===== src/core/dmaxb_pkg.sv =====
// register map, field layout and sizes of the dma request crossbar
// assumes a 32-bit apb slave with byte addresses and word-aligned registers
package dmaxb_pkg;

	// ****************************************
	// bus
	// ****************************************
	localparam int unsigned DMAXB_ADDR_W = 12;
	localparam int unsigned DMAXB_DATA_W = 32;
	localparam logic [DMAXB_ADDR_W-1:0] DMAXB_WORD_STEP = 12'h004;

	// ****************************************
	// system side: 56 sources onto 31 requests
	// ****************************************
	localparam int unsigned DMAXB_SYS_SRC = 56;
	localparam int unsigned DMAXB_SYS_OUT = 31;
	localparam int unsigned DMAXB_SYS_SEL_W = 6;
	localparam int unsigned DMAXB_SYS_PER_REG = 5;
	// first select register, holding requests 1 to 5
	localparam logic [DMAXB_ADDR_W-1:0] DMAXB_SYS_SEL_BASE = 12'h0ec;
	localparam logic [DMAXB_ADDR_W-1:0] DMAXB_SYS_SEL_21_25 = 12'h0fc;
	localparam logic [DMAXB_ADDR_W-1:0] DMAXB_SYS_SEL_26_30 = 12'h100;
	localparam logic [DMAXB_ADDR_W-1:0] DMAXB_SYS_SEL_31 = 12'h104;
	localparam logic [DMAXB_ADDR_W-1:0] DMAXB_SYS_STATUS = 12'h108;

	// ****************************************
	// dsp side: 28 sources onto 19 requests
	// ****************************************
	localparam int unsigned DMAXB_DSP_SRC = 28;
	localparam int unsigned DMAXB_DSP_OUT = 19;
	localparam int unsigned DMAXB_DSP_SEL_W = 5;
	localparam int unsigned DMAXB_DSP_PER_REG = 6;
	localparam logic [DMAXB_ADDR_W-1:0] DMAXB_DSP_SEL_BASE = 12'h0d0;
	localparam logic [DMAXB_ADDR_W-1:0] DMAXB_DSP_SEL_LAST = 12'h0dc;
	localparam logic [DMAXB_ADDR_W-1:0] DMAXB_DSP_STATUS = 12'h0e0;

endpackage


===== src/core/dmaxb_top.sv =====
// dma request crossbar: system side and dsp side, with apb select registers
// assumes request lines come from logic on clk and apb runs on clk
//
// The APB interface to the registers was chosen for this implementation.
`timescale 1ns/1ps
`default_nettype none

module dmaxb_top
	import dmaxb_pkg::*;
#(
	parameter int unsigned SYS_SRC = DMAXB_SYS_SRC,
	parameter int unsigned SYS_OUT = DMAXB_SYS_OUT,
	parameter int unsigned DSP_SRC = DMAXB_DSP_SRC,
	parameter int unsigned DSP_OUT = DMAXB_DSP_OUT
)
(
	input wire logic clk,
	input wire logic rst,
	input wire logic psel,
	input wire logic penable,
	input wire logic pwrite,
	input wire logic [DMAXB_ADDR_W-1:0] paddr,
	input wire logic [DMAXB_DATA_W-1:0] pwdata,
	output logic [DMAXB_DATA_W-1:0] prdata,
	output logic pready,
	output logic pslverr,
	input wire logic [SYS_SRC-1:0] sys_src_req,
	output logic [SYS_OUT-1:0] sys_dma_req,
	input wire logic [DSP_SRC-1:0] dsp_src_req,
	output logic [DSP_OUT-1:0] dsp_dma_req
);

	// ****************************************
	// apb decode
	// ****************************************
	wire logic setup_phase = psel & ~penable;
	wire logic access_phase = psel & penable;
	wire logic wr_strobe = access_phase & pwrite;

	wire logic [DMAXB_ADDR_W-1:0] sys_last =
		DMAXB_ADDR_W'(DMAXB_SYS_SEL_BASE +
		DMAXB_ADDR_W'((SYS_OUT - 1) / DMAXB_SYS_PER_REG) * DMAXB_WORD_STEP);
	wire logic [DMAXB_ADDR_W-1:0] dsp_last =
		DMAXB_ADDR_W'(DMAXB_DSP_SEL_BASE +
		DMAXB_ADDR_W'((DSP_OUT - 1) / DMAXB_DSP_PER_REG) * DMAXB_WORD_STEP);

	wire logic word_aligned = (paddr[1:0] == 2'b00);
	wire logic hit_sys_sel = word_aligned & (paddr >= DMAXB_SYS_SEL_BASE) &
		(paddr <= sys_last);
	wire logic hit_dsp_sel = word_aligned & (paddr >= DMAXB_DSP_SEL_BASE) &
		(paddr <= dsp_last);
	wire logic hit_sys_stat = (paddr == DMAXB_SYS_STATUS);
	wire logic hit_dsp_stat = (paddr == DMAXB_DSP_STATUS);
	wire logic mapped = hit_sys_sel | hit_dsp_sel | hit_sys_stat |
		hit_dsp_stat;
	// status words are read-only; a write to them is refused
	wire logic refused = ~mapped | (pwrite & (hit_sys_stat | hit_dsp_stat));

	// no wait states: read data is caught in the setup cycle
	assign pready = 1'b1;
	assign pslverr = access_phase & refused;

	// ****************************************
	// system side selects and muxes
	// ****************************************
	logic [SYS_OUT-1:0][DMAXB_SYS_SEL_W-1:0] sys_sel;
	logic [SYS_OUT-1:0][DMAXB_DATA_W-1:0] sys_rd_part;

	genvar gs;
	generate
		for (gs = 0; gs < SYS_OUT; gs++)
		begin : g_sys
			localparam int unsigned LSB =
				(gs % DMAXB_SYS_PER_REG) * DMAXB_SYS_SEL_W;
			localparam logic [DMAXB_ADDR_W-1:0] ADDR =
				DMAXB_ADDR_W'(DMAXB_SYS_SEL_BASE +
				DMAXB_ADDR_W'(gs / DMAXB_SYS_PER_REG) * DMAXB_WORD_STEP);
			// identity routing: output k+1 starts on source k+1
			localparam logic [DMAXB_SYS_SEL_W-1:0] RST_SEL =
				DMAXB_SYS_SEL_W'(gs);
			wire logic hit = (paddr == ADDR);

			always_ff @(posedge clk)
			begin
				if (rst)
					sys_sel[gs] <= RST_SEL;
				else if (wr_strobe & hit)
					sys_sel[gs] <= pwdata[LSB +: DMAXB_SYS_SEL_W];
			end

			// reserved bits above the last field read zero
			assign sys_rd_part[gs] = hit ?
				(DMAXB_DATA_W'(sys_sel[gs]) << LSB) : '0;

			dmaxb_sel_mux
			#(
				.N_IN(SYS_SRC),
				.SEL_W(DMAXB_SYS_SEL_W)
			)
			u_mux
			(
				.req_in(sys_src_req),
				.sel(sys_sel[gs]),
				.req_out(sys_dma_req[gs])
			);
		end
	endgenerate

	// ****************************************
	// dsp side selects and muxes
	// ****************************************
	logic [DSP_OUT-1:0][DMAXB_DSP_SEL_W-1:0] dsp_sel;
	logic [DSP_OUT-1:0][DMAXB_DATA_W-1:0] dsp_rd_part;

	genvar gd;
	generate
		for (gd = 0; gd < DSP_OUT; gd++)
		begin : g_dsp
			localparam int unsigned LSB =
				(gd % DMAXB_DSP_PER_REG) * DMAXB_DSP_SEL_W;
			localparam logic [DMAXB_ADDR_W-1:0] ADDR =
				DMAXB_ADDR_W'(DMAXB_DSP_SEL_BASE +
				DMAXB_ADDR_W'(gd / DMAXB_DSP_PER_REG) * DMAXB_WORD_STEP);
			localparam logic [DMAXB_DSP_SEL_W-1:0] RST_SEL =
				DMAXB_DSP_SEL_W'(gd);
			wire logic hit = (paddr == ADDR);

			always_ff @(posedge clk)
			begin
				if (rst)
					dsp_sel[gd] <= RST_SEL;
				else if (wr_strobe & hit)
					dsp_sel[gd] <= pwdata[LSB +: DMAXB_DSP_SEL_W];
			end

			assign dsp_rd_part[gd] = hit ?
				(DMAXB_DATA_W'(dsp_sel[gd]) << LSB) : '0;

			// full mux per output, so no input is tied to any output
			dmaxb_sel_mux
			#(
				.N_IN(DSP_SRC),
				.SEL_W(DMAXB_DSP_SEL_W)
			)
			u_mux
			(
				.req_in(dsp_src_req),
				.sel(dsp_sel[gd]),
				.req_out(dsp_dma_req[gd])
			);
		end
	endgenerate

	// ****************************************
	// read data
	// ****************************************
	logic [DMAXB_DATA_W-1:0] sel_rd;

	always_comb
	begin
		sel_rd = '0;
		for (int i = 0; i < SYS_OUT; i++)
			sel_rd = sel_rd | sys_rd_part[i];
		for (int j = 0; j < DSP_OUT; j++)
			sel_rd = sel_rd | dsp_rd_part[j];
	end

	// status words show the live crossbar outputs
	wire logic [DMAXB_DATA_W-1:0] sys_stat_rd = DMAXB_DATA_W'(sys_dma_req);
	wire logic [DMAXB_DATA_W-1:0] dsp_stat_rd = DMAXB_DATA_W'(dsp_dma_req);
	wire logic [DMAXB_DATA_W-1:0] next_prdata =
		hit_sys_stat ? sys_stat_rd :
		hit_dsp_stat ? dsp_stat_rd : sel_rd;

	always_ff @(posedge clk)
	begin
		if (rst)
			prdata <= '0;
		else if (setup_phase & ~pwrite)
			prdata <= next_prdata;
	end

endmodule

`default_nettype wire


===== src/core/dmaxb_sel_mux.sv =====
// one crossbar output: picks one request line out of a bank of sources
// assumes sources are synchronous to the crossbar's own clock
`timescale 1ns/1ps
`default_nettype none

module dmaxb_sel_mux
#(
	parameter int unsigned N_IN = 56,
	parameter int unsigned SEL_W = 6
)
(
	input wire logic [N_IN-1:0] req_in,
	input wire logic [SEL_W-1:0] sel,
	output logic req_out
);

	// a select past the last source parks the output low
	wire logic in_range = (32'(sel) < N_IN);
	wire logic picked = req_in[sel];

	assign req_out = in_range & picked;

endmodule

`default_nettype wire


===== config.mk =====
export PLATFORM = sky130hd
export DESIGN_NAME = dmaxb_top
export DESIGN_NICKNAME = d
export VERILOG_FILES = /design/src/core/dmaxb_pkg.sv /design/src/core/dmaxb_top.sv /design/src/core/dmaxb_sel_mux.sv
export SDC_FILE = /design/constraint.sdc
export NUM_CORES = 2
export LEC_CHECK = 0
export BUFFER_PORTS_ARGS = -buffer_cell sky130_fd_sc_hd__buf_2
export CORE_MARGIN = 2
export CORE_UTILIZATION = 30
export CTS_CLUSTER_DIAMETER = 80
export DETAILED_ROUTE_END_ITERATION = 10
export PLACE_DENSITY = 0.51
export SKIP_LAST_GASP = 1
export SLEW_MARGIN = 20
export SYNTH_ARGS = -nofsm -noshare
export SYNTH_HDL_FRONTEND = slang
export SYNTH_SLANG_ARGS = --single-unit

===== constraint.sdc =====
create_clock -name clk -period 4.28 [get_ports clk]
set_clock_uncertainty 0.15 [all_clocks]
set_input_delay 0.856 -clock clk [delete_from_list [all_inputs] [get_ports clk]]
set_output_delay 0.856 -clock clk [all_outputs]
set_load 0.02 [all_outputs]

Word-level counts from Yosys, hierarchy flattened --
Index checks and enable logic that the tools add are counted.
Operators by class: mux-type cells 152, eq/ne operators 13, reductions and logical operators 1, bitwise operators 128, magnitude comparators 104
Operators with widths (count):
- $mux 30 | 10
- $or 30x30->30 | 8
- $lt 6x7->1 const B | 31
- $bmux 1 s6 | 31
- $lt 6x6->1 const B | 31
- $or 30x6->30 | 6
- $or 30x12->30 | 5
- $or 30x18->30 | 5
- $or 30x24->30 | 5
- $mux 24 | 6
- $eq 12x8->1 const B | 10
- $or 30x5->30 | 4
- $lt 5x6->1 const B | 19
- $mux 18 | 6
- $bmux 1 s5 | 19
- $lt 5x5->1 const B | 19
- $or 30x10->30 | 3
- $or 30x15->30 | 3
- $or 30x20->30 | 3
- $or 30x25->30 | 3
- $mux 25 | 3
- $mux 12 | 6
- $and 1x1->1 | 71
- $mux 20 | 3
- other kinds (17) | 88
Word-level totals: output and inout bits 84, register bits 313, input bits 133, logic and storage cells 449

Depth between registers and ports, before layout --
depth after elaboration 53, mapped depth 10, depth with buffers taken out 6

Cells and area by module --
A second synthesis with hierarchy kept.
Second synthesis, totals: cell total of the unflattened synthesis 3879, area, all modules 35953.2 um2
Modules (own cells, without submodules):
- dmaxb_top | area each 14303.7 um2, times used 1, seq. area each 6246.0 um2, cells an instance 1808
- dmaxb_sel_mux at g_sys[21].u_mux ... | area each 539.3 um2, times used 18, seq. area each 0.0 um2, cells an instance 58
- dmaxb_sel_mux at g_sys[0].u_mux ... | area each 501.7 um2, times used 13, seq. area each 0.0 um2, cells an instance 41
- dmaxb_sel_mux at g_dsp[0].u_mux ... | area each 285.3 um2, times used 19, seq. area each 0.0 um2, cells an instance 26

Worst setup path before layout --
Ideal clock, no wire load.
path kind input to output, start point input port sys_src_req[23], end point output port sys_dma_req[20], setup slack 578 ps, arrival 2696 ps, buffers on the path 3, data required time 3274 ps, stages 7, cells stage by stage clkbuf_1 > clkbuf_1 > mux4_2 > mux4_2 > a211o_1 > and2_1 > buf_4
On the way: longest elaborated chain between the ends 3
RTL lines:
- start, declared | RTL line dmaxb_top.sv:27 | input wire logic [SYS_SRC-1:0] sys_src_req,
- $bmux 1 s6 | RTL line dmaxb_sel_mux.sv:19 | wire logic picked = req_in[sel];
- $mux 1 (not written as such) | RTL line dmaxb_sel_mux.sv:19
- $and 1x1->1 | RTL line dmaxb_sel_mux.sv:21 | assign req_out = in_range & picked;
- end, declared | RTL line dmaxb_top.sv:28 | output logic [SYS_OUT-1:0] sys_dma_req,
Every way passes these cells. The select of a mux whose other input is x is not followed.

Worst setup path after layout --
start point input port sys_src_req[25], end point output port sys_dma_req[9]
The elaborated chain is that of the path after synthesis.

==> out/qor.txt <==
Mapped cell area - 33200 um2
Rows - 122
# setup viols final - 0
PwrDens - 226 nW/um2
Main synth FF type - dfxtp_1
Adder-Cell Fraction of Synth Area - 0%
CP Capture Type - output pin
Worst-path clk slew - 0.06 ns
Initial Utilization - 30.1%
I/O pin count - 217
Part of the cycle the worst path needs - 99.4%
Initial DRC count - 5537
1st-pass router iterations - 9
Root Buffer - clkbuf_16
Post-synth EDFFs - 0
Area growth from synthesis to layout - 15.7%
PortBufs - 212
Detailed Place HPWL - 128000 um
Final hold vios - 0
Seq pwr share - 33.4%
Die width - 337 um
R2r worst-path depth - 8
Synth Area in XOR/XNOR - 0%
Compound-Gate Fraction of Synth Area - 11.0%
Wirelength per Cell - 37.7 um
Main combinational cell family by area after synthesis - multiplexers
Simple-gate share of the synthesized area - 14.7%
Max-Cap Viols - 0
Worst hold path class - reg2reg
Congestion Overflow GR - 0
Setup CP Type - in2out
Num CTS Buffers - 43
Finished Core Util - 34.9%
Min Tclk post-route - 4.25 ns
Setup TNS - 0 ns
Post-CTS Setup Bufs - 0
Hold path depth - 2
Startpoint types - input pin
Gate power share - 21.4%
Max-slew violation count - 0
Largest net degree at the start of global routing - 150
Die height - 337 um
Switching Fraction - 31.9%
Placement Cell Area - 36900 um2
CP required - 3.27 ns
DR vias - 33175
Flops & latches, synth - 312
Sequential-to-total area share from yosys stat - 18.8%
Worst-path fanout max - 20
GRT met1 Usage - 39.6%
Final Non-Filler Cells - 4816
ANT nets after route - 0
Gr busiest metal - met2
Worst-Skew Late Latency - 0.63 ns
Static Leak - 13.4 nW
RSZ-0062 raised after global routing - no
Vias in the first global route - 30757
Initial antenna violation count - 18
Total Power - 8.68 mW
Hold buffer count at cts - 0
Met3 GRT Util - 13.3%
Yosys warning total - 0
Nets - 3418
H-tree levels - 2
Vias/cell - 6.89
Clk sinks - 312
Clock network fraction of total power - 45.1%
CTS max path bufs - 3
Netlist cell types - 82
Placed Cells - 4728
Internal - 5.91 mW
Post-synthesis mux area share - 47.0%
Outcome - completed
Synth Net Count - 3467
Switch Pwr - 2.77 mW
Worst VDD drop - 0.000260 V
Ys async rst share - 0%
Slew at the pin closest to its max-slew limit - 1.02 ns
Die ar. - 113000 um2
Worst rel slew slack - 31.9%
GR Util met2 - 44.8%
Peak Freq - 235 MHz
Tot GR Track Use - 31.3%
Final Cell Area - 38400 um2
Mean area per synthesized cell - 9.96 um2
Critical path arrival - 3.25 ns
Syn Inst Count - 3334
Global-route wire length before repair - 251000 um
Gpl congestion - 0.991
Share of layout cells above drive strength 1 - 39.5%
Core Footprint - 110000 um2
Total Routed Length - 182000 um
CTS tree - done
DRC violations left - 0
==> power groups by stage <==
stage / clock, mW / sequential [mW] / combinational [mW]
final: 3.92 / 2.90 / 1.86
after global placement: 0 / 2.97 / 1.76
after CTS: 3.92 / 2.90 / 1.78
after floorplan: 0 / 2.97 / 0.940
after detailed placement: 0 / 2.97 / 1.77
after global routing: 4.03 / 2.90 / 1.86
==> kinds of logic after synthesis <==
kind of cell | after synthesis
other | 2
AOI/OAI and AO/OA | 537
DFF | 312
and+or+nand+nor | 1053
buffers and inverters | 648
muxes | 782
==> Yosys cell counts (10+ instances only) <==
library cell / instances / area share [%]
o211ai_1: 27 / 0.61
a211o_1: 16 / 0.42
mux4_2: 621 / 42
a222oi_1: 33 / 0.99
nand3_1: 154 / 2.3
nor2_1: 46 / 0.52
nor2b_1: 41 / 0.77
nand2_1: 654 / 7.4
inv_1: 24 / 0.27
a221oi_1: 11 / 0.29
a31oi_1: 11 / 0.21
dfxtp_1: 312 / 19
buf_2: 96 / 1.4
a22o_1: 11 / 0.29
nor3_1: 18 / 0.27
and2_1: 18 / 0.34
clkbuf_1: 410 / 4.6
buf_4: 56 / 1.3
a22oi_1: 52 / 1.2
nand2b_1: 10 / 0.19
a21oi_1: 201 / 3.0
mux2_2: 23 / 0.78
buf_1: 52 / 0.59
o21ai_0: 43 / 0.65
mux2i_1: 138 / 4.2
a211oi_1: 25 / 0.57
nand3b_1: 29 / 0.66
==> final timing paths <==
kind,start,to,slack [ns]
max,sys_src_req[25],sys_dma_req[9],0.03
max reg2reg,sys_sel[73],prdata[12],1.28
min reg2reg,prdata[29],prdata[29],0.30
min,prdata[29],prdata[29],0.30
==> timing repair <==
item / 4_1_cts / 5_1_grt
gates resized for setup: 14 / 20
gates cloned: 0 / 0
endpoints found under the setup margin: 12 / 13
==> cell usage in the layout (no fill, tap or decap), types with 9 or more instances in the layout <==
master     count
nand2_1      654
mux4_2       621
dfxtp_1      283
buf_4        240
buf_2        208
a21oi_1      201
nand3_1      154
mux2i_1      138
buf_12        77
a22oi_1       52
nor2_1        45
o21ai_0       43
clkbuf_16     43
nor2b_1       41
a222oi_1      33
nand3b_1      29
dfxtp_2       28
o211ai_1      27
a211oi_1      25
inv_1         24
mux2_2        23
and2_1        18
a211o_1       16
nor3_1        16
a31oi_1       11
a22o_1        11
a221oi_1      11
nand2b_1      10
nor4_4        10
diode_2        9
or3_1          9
o22ai_1        9
a32o_1         9
a41oi_1        9
==> worst max-delay path: stages <==
cell	delay, ns
clkbuf_4	0.35
buf_4	0.32
mux4_2	0.47
mux4_2	0.48
a21o_1	0.18
a21oi_1	0.15
buf_4	0.22
inv_1	0.05
buf_2	0.15
==> through the flow <==
step | hold slack (ns) | setup WS (ns)
floorplan | 0.282 | 0.578
global placement | 0.288 | 0.0761
detailed placement | 0.291 | 0.0600
CTS | 0.305 | 0.00483
global route | 0.326 | 0.00909
finish | 0.298 | 0.0254
==> routing by layer <==
| layer | routed length, um | part of all wire (%) |
|---|---|---|
| met5 | 205 | 0.11 |
| met4 | 12700 | 7.0 |
| met3 | 29600 | 16 |
| met1 | 64000 | 35 |
| met2 | 75100 | 41 |
==> layout make-up <==
cell class	instances	area [um2]
fillers	11156	71800
diodes	9	22.5
clock inverters	26	314
clock buffers	53	1150
repair buffers	529	4420
flip-flops and latches	312	6280
well taps	1488	1860
inverters	25	96.3
multi-input cells	2374	24300
==> registers in the layout, summed over array words and instances (netlist names) <==
register  count
prdata       31
dsp_sel      95
sys_sel     186
No activity file was read; power rests on OpenSTA's default activity.
